$ cat config.mk
export PLATFORM = sky130hd
export DESIGN_NAME = rbo_byte_order
export DESIGN_NICKNAME = d
export VERILOG_FILES = /design/src/include/rbo_pkg.sv /design/src/include/rbo_stream_if.sv /design/src/hw/rbo_byte_order.sv /design/src/hw/rbo_fifo.sv
export SDC_FILE = /design/constraint.sdc
export NUM_CORES = 1
export LEC_CHECK = 0
export BUFFER_PORTS_ARGS = -buffer_cell sky130_fd_sc_hd__buf_2
export CORE_UTILIZATION = 35
export DETAILED_ROUTE_END_ITERATION = 8
export GPL_TIMING_DRIVEN = 0
export MAX_ROUTING_LAYER = met4
export SLEW_MARGIN = 20
export SYNTH_ARGS = -nofsm -noshare
export SYNTH_HDL_FRONTEND = slang
export SYNTH_SLANG_ARGS = --single-unit
$ cat constraint.sdc
create_clock -name clk -period 5.3 [get_ports clk]
set_input_delay 0.795 -clock clk [delete_from_list [all_inputs] [get_ports clk]]
set_output_delay 0.795 -clock clk [all_outputs]
set_load 0.01 [all_outputs]
$ cat src/include/rbo_pkg.sv
// shared constants for the receive byte ordering and phase compensation block
package rbo_pkg;
  localparam int BYTE_W = 10;
  localparam int SLOTS = 4;
  localparam int WORD_W = 40;
  localparam int FIFO_W = 44;
  localparam int IN_W = 20;
  localparam int PHC_DEPTH = 4;
  localparam int LVL_W = 3;
  localparam int ADDR_W = 8;
  localparam int CTRL_W = 6;
  localparam logic [ADDR_W-1:0] REG_CTRL = 8'h00;
  localparam logic [ADDR_W-1:0] REG_ORDPAT = 8'h04;
  localparam logic [ADDR_W-1:0] REG_PADPAT = 8'h08;
  localparam logic [ADDR_W-1:0] REG_STATUS = 8'h0c;
  localparam int CTRL_ORD_EN = 0;
  localparam int CTRL_DESER_EN = 1;
  localparam int CTRL_DOUBLE = 2;
  localparam int CTRL_REG_MODE = 3;
  localparam int CTRL_REARM = 4;
  localparam int CTRL_BYTE8 = 5;
  localparam logic [CTRL_W-1:0] CTRL_RESET = 6'h02;
  localparam logic [BYTE_W-1:0] PAT_RESET = 10'h000;
  localparam int ST_LOCKED = 0;
  localparam int ST_PAT_SET = 1;
  localparam int ST_PAD_SET = 2;
  localparam int ST_SEARCH = 3;
  localparam int ST_OFF_LSB = 4;
  localparam int ST_LVL_LSB = 8;
  localparam logic [1:0] RESP_OKAY = 2'h0;
  localparam logic [1:0] RESP_SLVERR = 2'h2;
  typedef enum logic [2:0] {
    RBO_IDLE = 3'h1,
    RBO_SEARCH = 3'h2,
    RBO_LOCKED = 3'h4
  } rbo_ord_t;
endpackage : rbo_pkg

$ cat src/include/rbo_stream_if.sv
// valid/ready word stream between the ordering stage and the phase fifo
`timescale 1ns/100ps
interface rbo_stream_if #(parameter int W = 44);
  logic [W-1:0] data;
  logic valid;
  logic ready;
  modport src (output data, output valid, input ready);
  modport snk (input data, input valid, output ready);
endinterface : rbo_stream_if

$ cat src/hw/rbo_byte_order.sv
// receive byte deserializer, byte ordering stage and phase fifo with axi4-lite registers
// Notes on behaviour
// scan every byte slot of each deserialized word for the ordering pattern; double width scans only the even slots 0 and 2.
// pattern found high up: insert pad bytes so it lands in slot zero.
// ordering needs deserializer on, ordering pattern and pad pattern both programmed.
// single width joins two 8/10-bit bytes into one 16/20-bit word.
// double width joins two 16/20-bit halves into one four-byte word.
// custom single width uses 8-bit ordering and pad patterns.
// custom double width supports programmable patterns, 32-bit fabric word; here the fabric word is always 40 bits, four 10-bit slots.
// software must pick a pattern the far transmitter places in low bytes.
// phase fifo holds four words of data and status.
// fifo written by the receive parallel clock, read by the fabric clock; here one clk drives both sides.
// read and write clocks must match exactly, else underrun or overflow.
// registered mode passes data with exactly one cycle of latency.
// once aligned, keep the alignment until reset or re-arm; here clearing the ordering enable or deserializer enable also drops it.
//
// Local design decisions: the register addresses and the AXI4-Lite interface to the registers.
`timescale 1ns/100ps
module rbo_byte_order import rbo_pkg::*; (
  input wire logic clk, // 20 MHz word clock
  input wire logic rstn, // async reset, active low
  input wire logic [IN_W-1:0] inData, // one byte (low 10) or two bytes
  input wire logic inValid, // input byte valid
  output logic inReady, // input byte accepted when high with inValid
  output logic [WORD_W-1:0] outData, // four byte slots, slot 0 lowest
  output logic [SLOTS-1:0] outStat, // per slot: byte is an inserted pad
  output logic outValid, // output word valid
  input wire logic outReady, // fabric takes the word
  input wire logic s_axi_awvalid, // write address valid
  output logic s_axi_awready, // write address ready
  input wire logic [ADDR_W-1:0] s_axi_awaddr, // write address
  input wire logic s_axi_wvalid, // write data valid
  output logic s_axi_wready, // write data ready
  input wire logic [31:0] s_axi_wdata, // write data
  input wire logic [3:0] s_axi_wstrb, // write byte strobes
  output logic s_axi_bvalid, // write response valid
  input wire logic s_axi_bready, // write response ready
  output logic [1:0] s_axi_bresp, // write response
  input wire logic s_axi_arvalid, // read address valid
  output logic s_axi_arready, // read address ready
  input wire logic [ADDR_W-1:0] s_axi_araddr, // read address
  output logic s_axi_rvalid, // read data valid
  input wire logic s_axi_rready, // read data ready
  output logic [31:0] s_axi_rdata, // read data
  output logic [1:0] s_axi_rresp // read response
);
  function automatic logic isMapped(input logic [ADDR_W-1:0] a);
    return (a == REG_CTRL) || (a == REG_ORDPAT) || (a == REG_PADPAT) || (a == REG_STATUS);
  endfunction : isMapped

  function automatic logic [31:0] applyStrb(input logic [31:0] old, input logic [31:0] nw,
                                            input logic [3:0] strb);
    logic [31:0] r;
    r = old;
    for (int b = 0; b < 4; b++) begin
      if (strb[b]) begin
        r[8*b +: 8] = nw[8*b +: 8];
      end
    end
    return r;
  endfunction : applyStrb

  function automatic logic byteMatch(input logic [BYTE_W-1:0] b, input logic [BYTE_W-1:0] pat,
                                     input logic narrow);
    return narrow ? (b[7:0] == pat[7:0]) : (b == pat);
  endfunction : byteMatch

  rbo_stream_if #(.W(FIFO_W)) wIf ();
  rbo_stream_if #(.W(FIFO_W)) rIf ();

  logic [CTRL_W-1:0] ctrl;
  logic [BYTE_W-1:0] ordPat;
  logic [BYTE_W-1:0] padPat;
  logic patSet;
  logic padSet;
  logic rearm;
  logic awDone;
  logic wDone;
  logic [ADDR_W-1:0] awAddr;
  logic [31:0] wData;
  logic [3:0] wStrb;
  logic wrEn;
  logic [31:0] rdMux;
  logic [31:0] statusWord;
  logic deserEn;
  logic dbl;
  logic byte8;
  logic active;
  logic take;
  logic phase;
  logic [IN_W-1:0] half;
  logic [BYTE_W-1:0] wordSlot [SLOTS];
  logic [BYTE_W-1:0] prev [SLOTS];
  logic [BYTE_W-1:0] outSlot [SLOTS];
  logic [SLOTS-1:0] padFlag;
  logic wordValid;
  logic [2:0] nSlots;
  logic [SLOTS-1:0] match;
  logic hit;
  logic [2:0] hitIdx;
  logic detect;
  logic [2:0] off;
  logic [2:0] offEff;
  logic expectPat;
  logic [LVL_W-1:0] level;
  logic [LVL_W:0] next_inReady;
  rbo_ord_t state;
  rbo_ord_t next_state;

  assign deserEn = ctrl[CTRL_DESER_EN];
  assign dbl = ctrl[CTRL_DOUBLE];
  assign byte8 = ctrl[CTRL_BYTE8];
  assign active = ctrl[CTRL_ORD_EN] && deserEn && patSet && padSet;
  assign take = inValid && inReady;
  assign wrEn = awDone && wDone && !s_axi_bvalid;

  // axi4-lite write channel: address and data taken in either order
  always_ff @(posedge clk or negedge rstn) begin
    if (!rstn) begin
      s_axi_awready <= 1'b1;
      s_axi_wready <= 1'b1;
      s_axi_bvalid <= 1'b0;
      s_axi_bresp <= RESP_OKAY;
      awDone <= 1'b0;
      wDone <= 1'b0;
      awAddr <= '0;
      wData <= '0;
      wStrb <= '0;
    end else begin
      if (s_axi_awvalid && s_axi_awready) begin
        awAddr <= s_axi_awaddr;
        awDone <= 1'b1;
        s_axi_awready <= 1'b0;
      end
      if (s_axi_wvalid && s_axi_wready) begin
        wData <= s_axi_wdata;
        wStrb <= s_axi_wstrb;
        wDone <= 1'b1;
        s_axi_wready <= 1'b0;
      end
      if (wrEn) begin
        s_axi_bvalid <= 1'b1;
        s_axi_bresp <= isMapped(awAddr) ? RESP_OKAY : RESP_SLVERR;
        awDone <= 1'b0;
        wDone <= 1'b0;
      end
      if (s_axi_bvalid && s_axi_bready) begin
        s_axi_bvalid <= 1'b0;
        s_axi_awready <= 1'b1;
        s_axi_wready <= 1'b1;
      end
    end
  end

  // writing a pattern register also marks that pattern as programmed
  always_ff @(posedge clk or negedge rstn) begin
    if (!rstn) begin
      ctrl <= CTRL_RESET;
      ordPat <= PAT_RESET;
      padPat <= PAT_RESET;
      patSet <= 1'b0;
      padSet <= 1'b0;
      rearm <= 1'b0;
    end else begin
      rearm <= 1'b0;
      if (wrEn && awAddr == REG_CTRL) begin
        ctrl <= CTRL_W'(applyStrb({26'h0, ctrl}, wData, wStrb)) & ~CTRL_W'(1 << CTRL_REARM);
        rearm <= wStrb[0] && wData[CTRL_REARM];
      end
      if (wrEn && awAddr == REG_ORDPAT) begin
        ordPat <= BYTE_W'(applyStrb({22'h0, ordPat}, wData, wStrb));
        patSet <= 1'b1;
      end
      if (wrEn && awAddr == REG_PADPAT) begin
        padPat <= BYTE_W'(applyStrb({22'h0, padPat}, wData, wStrb));
        padSet <= 1'b1;
      end
    end
  end

  always_comb begin
    statusWord = '0;
    statusWord[ST_LOCKED] = state == RBO_LOCKED;
    statusWord[ST_PAT_SET] = patSet;
    statusWord[ST_PAD_SET] = padSet;
    statusWord[ST_SEARCH] = state == RBO_SEARCH;
    statusWord[ST_OFF_LSB +: 3] = off;
    statusWord[ST_LVL_LSB +: LVL_W] = level;
    case (s_axi_araddr)
      REG_CTRL: rdMux = {26'h0, ctrl};
      REG_ORDPAT: rdMux = {22'h0, ordPat};
      REG_PADPAT: rdMux = {22'h0, padPat};
      REG_STATUS: rdMux = statusWord;
      default: rdMux = '0;
    endcase
  end

  always_ff @(posedge clk or negedge rstn) begin
    if (!rstn) begin
      s_axi_arready <= 1'b1;
      s_axi_rvalid <= 1'b0;
      s_axi_rdata <= '0;
      s_axi_rresp <= RESP_OKAY;
    end else begin
      if (s_axi_arvalid && s_axi_arready) begin
        s_axi_arready <= 1'b0;
        s_axi_rvalid <= 1'b1;
        s_axi_rdata <= rdMux;
        s_axi_rresp <= isMapped(s_axi_araddr) ? RESP_OKAY : RESP_SLVERR;
      end
      if (s_axi_rvalid && s_axi_rready) begin
        s_axi_rvalid <= 1'b0;
        s_axi_arready <= 1'b1;
      end
    end
  end

  // byte deserializer: two input beats make one word
  always_ff @(posedge clk or negedge rstn) begin
    if (!rstn) begin
      phase <= 1'b0;
      half <= '0;
      wordValid <= 1'b0;
      for (int i = 0; i < SLOTS; i++) begin
        wordSlot[i] <= '0;
      end
    end else begin
      wordValid <= 1'b0;
      if (!deserEn) begin
        phase <= 1'b0;
      end
      if (take && !deserEn) begin
        wordSlot[0] <= inData[BYTE_W-1:0];
        wordSlot[1] <= dbl ? inData[IN_W-1:BYTE_W] : '0;
        wordSlot[2] <= '0;
        wordSlot[3] <= '0;
        wordValid <= 1'b1;
      end else if (take && !phase) begin
        half <= inData;
        phase <= 1'b1;
      end else if (take) begin
        phase <= 1'b0;
        wordValid <= 1'b1;
        wordSlot[0] <= half[BYTE_W-1:0];
        wordSlot[1] <= dbl ? half[IN_W-1:BYTE_W] : inData[BYTE_W-1:0];
        wordSlot[2] <= dbl ? inData[BYTE_W-1:0] : '0;
        wordSlot[3] <= dbl ? inData[IN_W-1:BYTE_W] : '0;
      end
    end
  end

  assign nSlots = deserEn ? (dbl ? 3'h4 : 3'h2) : (dbl ? 3'h2 : 3'h1);

  // double width pattern occupies a byte pair, so only even slots qualify
  for (genvar k = 0; k < SLOTS; k++) begin : g_scan
    assign match[k] = (3'(k) < nSlots) && !(dbl && (k % 2) != 0)
                      && byteMatch(wordSlot[k], ordPat, byte8);
  end

  always_comb begin
    hitIdx = '0;
    for (int k = SLOTS - 1; k >= 0; k--) begin
      if (match[k]) begin
        hitIdx = 3'(k);
      end
    end
  end

  assign hit = |match;
  assign detect = wordValid && state == RBO_SEARCH && hit && active && !rearm;
  assign offEff = (detect && hitIdx != '0) ? (nSlots - hitIdx) : (detect ? '0 : off);

  // low slots take pads on the locking word, then the carried upper bytes of the previous word
  always_comb begin
    for (int j = 0; j < SLOTS; j++) begin
      outSlot[j] = '0;
      padFlag[j] = 1'b0;
      if (3'(j) < nSlots && 3'(j) < offEff) begin
        outSlot[j] = detect ? padPat : prev[2'(nSlots - offEff + 3'(j))];
        padFlag[j] = detect;
      end else if (3'(j) < nSlots) begin
        outSlot[j] = wordSlot[2'(3'(j) - offEff)];
      end
    end
  end

  always_ff @(posedge clk or negedge rstn) begin
    if (!rstn) begin
      for (int i = 0; i < SLOTS; i++) begin
        prev[i] <= '0;
      end
    end else if (wordValid) begin
      prev <= wordSlot;
    end
  end

  always_comb begin
    case (state)
      RBO_IDLE: next_state = active ? RBO_SEARCH : RBO_IDLE;
      RBO_SEARCH: next_state = !active ? RBO_IDLE : (detect ? RBO_LOCKED : RBO_SEARCH);
      RBO_LOCKED: next_state = !active ? RBO_IDLE : (rearm ? RBO_SEARCH : RBO_LOCKED);
      default: next_state = RBO_IDLE;
    endcase
  end

  always_ff @(posedge clk or negedge rstn) begin
    if (!rstn) begin
      state <= RBO_IDLE;
      off <= '0;
    end else begin
      state <= next_state;
      if (next_state != RBO_LOCKED) begin
        off <= '0;
      end else if (detect) begin
        off <= offEff;
      end
    end
  end

  always_ff @(posedge clk or negedge rstn) begin
    if (!rstn) begin
      expectPat <= 1'b0;
    end else if (wordValid) begin
      expectPat <= detect && hitIdx != '0;
    end
  end

  assign wIf.valid = wordValid;
  assign wIf.data = {padFlag, outSlot[3], outSlot[2], outSlot[1], outSlot[0]};

  // room is reserved for the word in flight and one completed by this cycle's take
  assign next_inReady = {1'b0, level} + {3'h0, wordValid} + {3'h0, take} + 4'h1;

  always_ff @(posedge clk or negedge rstn) begin
    if (!rstn) begin
      inReady <= 1'b0;
    end else begin
      inReady <= next_inReady <= 4'(PHC_DEPTH);
    end
  end

  // one clock here: rate mismatch cannot arise, back-pressure guards the depth
  rbo_fifo #(.W(FIFO_W), .DEPTH(PHC_DEPTH)) u_fifo (
    .clk(clk),
    .rstn(rstn),
    .bypass(ctrl[CTRL_REG_MODE]),
    .wr(wIf),
    .rd(rIf),
    .level(level)
  );

  assign rIf.ready = outReady;
  assign outData = rIf.data[WORD_W-1:0];
  assign outStat = rIf.data[FIFO_W-1:WORD_W];
  assign outValid = rIf.valid;
endmodule : rbo_byte_order

$ cat src/hw/rbo_fifo.sv
// phase compensation fifo with a registered pass-through mode
`timescale 1ns/100ps
module rbo_fifo import rbo_pkg::*; #(
  parameter int W = FIFO_W,
  parameter int DEPTH = PHC_DEPTH
) (
  input wire logic clk, // word clock
  input wire logic rstn, // async reset, active low
  input wire logic bypass, // registered mode select
  rbo_stream_if.snk wr, // write side
  rbo_stream_if.src rd, // read side, registered
  output logic [$clog2(DEPTH):0] level // words held, output stage included
);
  localparam int AW = $clog2(DEPTH);
  localparam logic [AW:0] FULL = (AW+1)'(DEPTH);
  logic [W-1:0] mem [DEPTH];
  logic [AW-1:0] wp;
  logic [AW-1:0] rp;
  logic [AW:0] cnt;
  logic push;
  logic pop;
  logic load;

  assign load = !rd.valid || rd.ready;
  // registered mode stalls only on the output stage, so latency stays one cycle
  assign wr.ready = bypass ? load : (cnt != FULL);
  assign push = wr.valid && wr.ready && !bypass;
  assign pop = load && (cnt != '0) && !bypass;
  assign level = cnt + {{AW{1'b0}}, rd.valid};

  always_ff @(posedge clk) begin
    if (push) begin
      mem[wp] <= wr.data;
    end
  end

  always_ff @(posedge clk or negedge rstn) begin
    if (!rstn) begin
      wp <= '0;
      rp <= '0;
      cnt <= '0;
    end else begin
      if (push) begin
        wp <= wp + 1'b1;
      end
      if (pop) begin
        rp <= rp + 1'b1;
      end
      cnt <= cnt + {{AW{1'b0}}, push} - {{AW{1'b0}}, pop};
    end
  end

  always_ff @(posedge clk or negedge rstn) begin
    if (!rstn) begin
      rd.valid <= 1'b0;
      rd.data <= '0;
    end else if (load) begin
      if (bypass) begin
        rd.valid <= wr.valid;
        rd.data <= wr.data;
      end else begin
        rd.valid <= cnt != '0;
        if (cnt != '0) begin
          rd.data <= mem[rp];
        end
      end
    end
  end
endmodule : rbo_fifo

==> summary.txt <==
Place
  – GP Congestion: 0.931
  – DPL Wire Length: ~41000 um
  – PortBufs: 120
  – Cell total after placement: roughly 2300

Clock network
  – H-tree depth: 2
  – Reg clk slew, reported paths: 0.06 ns
  – Clk_lat worst skew: 0.59 ns
  – Num Clock Sinks: between 400 and 500
  – Cts hold-fix bufs: 0
  – Root Driver: clkbuf_16
  – CTS buffer count: 45
  – CTS tree: built
  – Clock buffer depth: 3

Routing
  – Antenna violation net count after detailed routing: 0
  – Via count: about 13000
  – DR WL/cell: around 23 um
  – Iter 0 DRT Violations: ~1000
  – 1st-pass router iterations: 5
  – Vias/cell: around 5.4
  – Wl on met1: about 26000 um
  – WL final: approximately 57000 um
  – WL met3: between 3000 and 4000 um
  – Met2 Wirelength: around 27000 um
  – Top sig layer: met4
  – Post-route DRC: 0

Setup path
  – Critical path peak fanout: 12
  – Critical Setup Path Class: flip-flop to flip-flop
  – CP Data Arrival Time: 5.61 ns
  – Crit start category: flip-flop
  – Critical Path RT: a little under 6 ns
  – Max stage delay on crit path: between 0.6 and 0.7 ns
  – Crit. End Element: flip-flop
  – Worst-path cell chain: clkinvlp_4 -> ha_2 -> or2b_2 -> nand2_1 -> or4_4 -> o21a_1 -> ha_4 -> a2bb2oi_4 -> buf_12 -> inv_1 -> ha_1 -> xnor2_4 -> xnor3_2 -> buf_8 -> mux4_2 -> a221o_2 -> a221o_1
  – Slowest CP cell: dfstp_2

Floorplanning
  – # rows: 86
  – Starting density of the core: between 30% and 40%
  – Die H: between 200 and 250 um
  – Io pins: about 170
  – Die area: roughly 57000 sq um
  – Die Width: about 240 um
  – Core area: approximately 55000 sq um

Yosys
  – EDFF count, synth: between 150 and 200
  – Cells after Synth: ~1400
  – Yosys warning count: 0
  – Number of synthesized register bits: 405
  – Mapped Area: 19800 sq um
  – Ys async rst share: a little under three fifths
  – Post-synthesis sequential area ratio: between 50% and 60%
  – Avg Inst Size Synth: about 14 sq um
  – Post-synth cell types: 80
  – Synth Flop Type: dfrtp_1

Cells and area
  – Most frequent cells in the layout: 223 x dfrtp_1, 176 x edfxtp_1, 121 x mux2_2, 121 x buf_2, 111 x nand2_1
  – Finished Layout Cells: ~2400
  – NumNets Final: 1760
  – Diode count: 0
  – Layout cells sized above 1: approximately a third
  – Area grow syn2layout: 18.4%
  – Fin util: 42.2%
  – Most common cell after layout, fill and taps aside: dfrtp_1

GRT
  – Largest net degree at the start of global routing: 95
  – Total GRT Usage: 20.8%
  – Vias in the first global route: 13061
  – Initial antenna violation count: 1
  – Total grt overflow: 0
  – First-pass GRT wire length: 86100 um

Outcome
  – Outcome: complete, no violations

Min path
  – Hold WC Path Type: input pin to asynchronous set/reset pin

Timing
  – Max-slew violation count: 0
  – Final Hold Vio Count: 0
  – Tcrit/Tclk final: approximately 97%
  – Slew headroom: between 30% and 40%
  – Tmin final: about 5 ns
  – Maximum clock rate: about 190 MHz
  – Pin slew with the least headroom to its limit: between 1 and 1.5 ns
  – RSZ-0062 raised after global routing: false
  – Worst Skew: around 0.023 ns
  – Finish-stage setup viols: 0

Pwr
  – Pwr per Cell Area: about 470 nW/um^2
  – Lkg Pwr: slightly below 10 nW
  – Peak supply drop: 242 uV

Flow run
  – Max cap viols: 0
[metrics by stage]
stage	worst slack (ns)	power (mW)	TNS [ns]	hold WS, ns	area [sq um]
2_1_floorplan	0.0270	6.72	0	0.455	19900
3_3_place_gp	-1.21	7.78	-391.75	0.455	21400
3_5_place_dp	-1.25	7.91	-185.98	0.471	21600
4_1_cts	0.00193	11.1	0	0.149	23200
5_1_grt	0.0202	11.6	0	0.172	23400
6_report	0.159	11.0	0	0.148	23400
[registers in the layout, indices dropped and copies added (netlist names), 2 cells and up]
register	count
off	3
u_fifo.wp	2
u_fifo.rd.data	44
u_fifo.rp	2
wordSlot	40
prev	40
wStrb	2
half	20
ctrl	5
ordPat	10
u_fifo.cnt	3
wData	10
awAddr	8
state	3
padPat	10
s_axi_rdata	11
u_fifo.mem	176
[kinds of logic (layout without fill, tap and decap cells)]
family / after synthesis / in the layout / share of synthesized area, %
fa+ha+maj: 22 / 22 / 1.51
flops: 405 / 405 / 55.8
compound gates: 256 / 256 / 9.41
other cells: 1 / 23 / 0.0190
buf+inv: 142 / 374 / 4.05
mux: 245 / 245 / 18.7
xor+xnor: 52 / 52 / 2.61
simple gates: 317 / 317 / 7.87
[report_power, final]
group          total [mW]  switching (mW)  internal (mW)
Combinational        3.17            1.64           1.53
Sequential           4.68           0.637           4.05
Clock                3.18            1.32           1.86
[repair_timing]
item                       CTS  global route
cloned                       1             0
buffers inserted            10            13
pin swaps                    7             5
setup endpoints to repair  201           115
gates resized for setup     22            10
[critical path, delay by kind of cell, from the launching register on]
family	cells	cell delay [ns]
xor+xnor	2	0.65
simple gates	3	0.76
flops	1	0.62
fa+ha+maj	3	0.81
buf+inv	4	0.55
mux	1	0.42
compound gates	4	1.21
[layer usage]
layer  GRT usage (%)  vias to the layer above
met1            28.7                     6794
met4            4.82                        0
met3            2.74                       72
met5               -                        -
li1                -                     5881
met2            32.6                      461
[worst paths after layout]
| check | startpoint | to | slack [ns] | depth (start not counted) |
|---|---|---|---|---|
| max | ctrl[1]$_DFFE_PN1P_ | u_fifo.rd.data[37]$_DFFE_PN0P_ | 0.16 | 17 |
| min | rstn | u_fifo.rd.data[43]$_DFFE_PN0P_ | 0.15 | 1 |
| max reg2reg | ctrl[1]$_DFFE_PN1P_ | u_fifo.rd.data[37]$_DFFE_PN0P_ | 0.16 | 17 |
| min reg2reg | u_fifo.rd.data[40]$_DFFE_PN0P_ | u_fifo.rd.data[40]$_DFFE_PN0P_ | 0.48 | 2 |
| max in group asynchronous | rstn | wordSlot[19]$_DFFE_PN0P_ | 3.88 | 3 |
| min in group clk | s_axi_wvalid | s_axi_wready$_DFFE_PN1P_ | 0.37 | 2 |
[synth_stat cells (all sizes together), types with 5 or more instances]
master | number | area [sq um]
a211o | 11 | 97.6
a21o | 18 | 135
a21oi | 37 | 196
a221o | 28 | 280
a221oi | 8 | 70.1
a22o | 25 | 219
a22oi | 5 | 37.5
a31oi | 11 | 68.8
and2 | 7 | 43.8
and3 | 32 | 201
buf | 51 | 377
clkbuf | 57 | 284
dfrtp | 224 | 5610
dfstp | 5 | 131
edfxtp | 176 | 5290
ha | 19 | 238
inv | 30 | 113
mux2 | 121 | 1360
mux2i | 37 | 370
mux4 | 87 | 1970
nand2 | 111 | 417
nand2b | 7 | 43.8
nand3 | 19 | 100
nand4 | 10 | 68.8
nor2 | 88 | 330
nor2b | 5 | 31.3
nor3 | 11 | 55.1
nor4 | 8 | 110
o211ai | 11 | 82.6
o21ai | 53 | 265
o22ai | 19 | 119
o31ai | 9 | 67.6
xnor2 | 49 | 474
[final cells by class]
class                      instances  area [sq um]
multi-input combinational        915          8130
timing repair buffer             151           967
clock inverter                    23           299
fill                            5146         32000
tap                              748           936
clock buffer                      61          1210
inverter                          32           124
sequential                       405         11000
buffer                           107           689
Note: power is estimated with default switching activity, not from simulation.
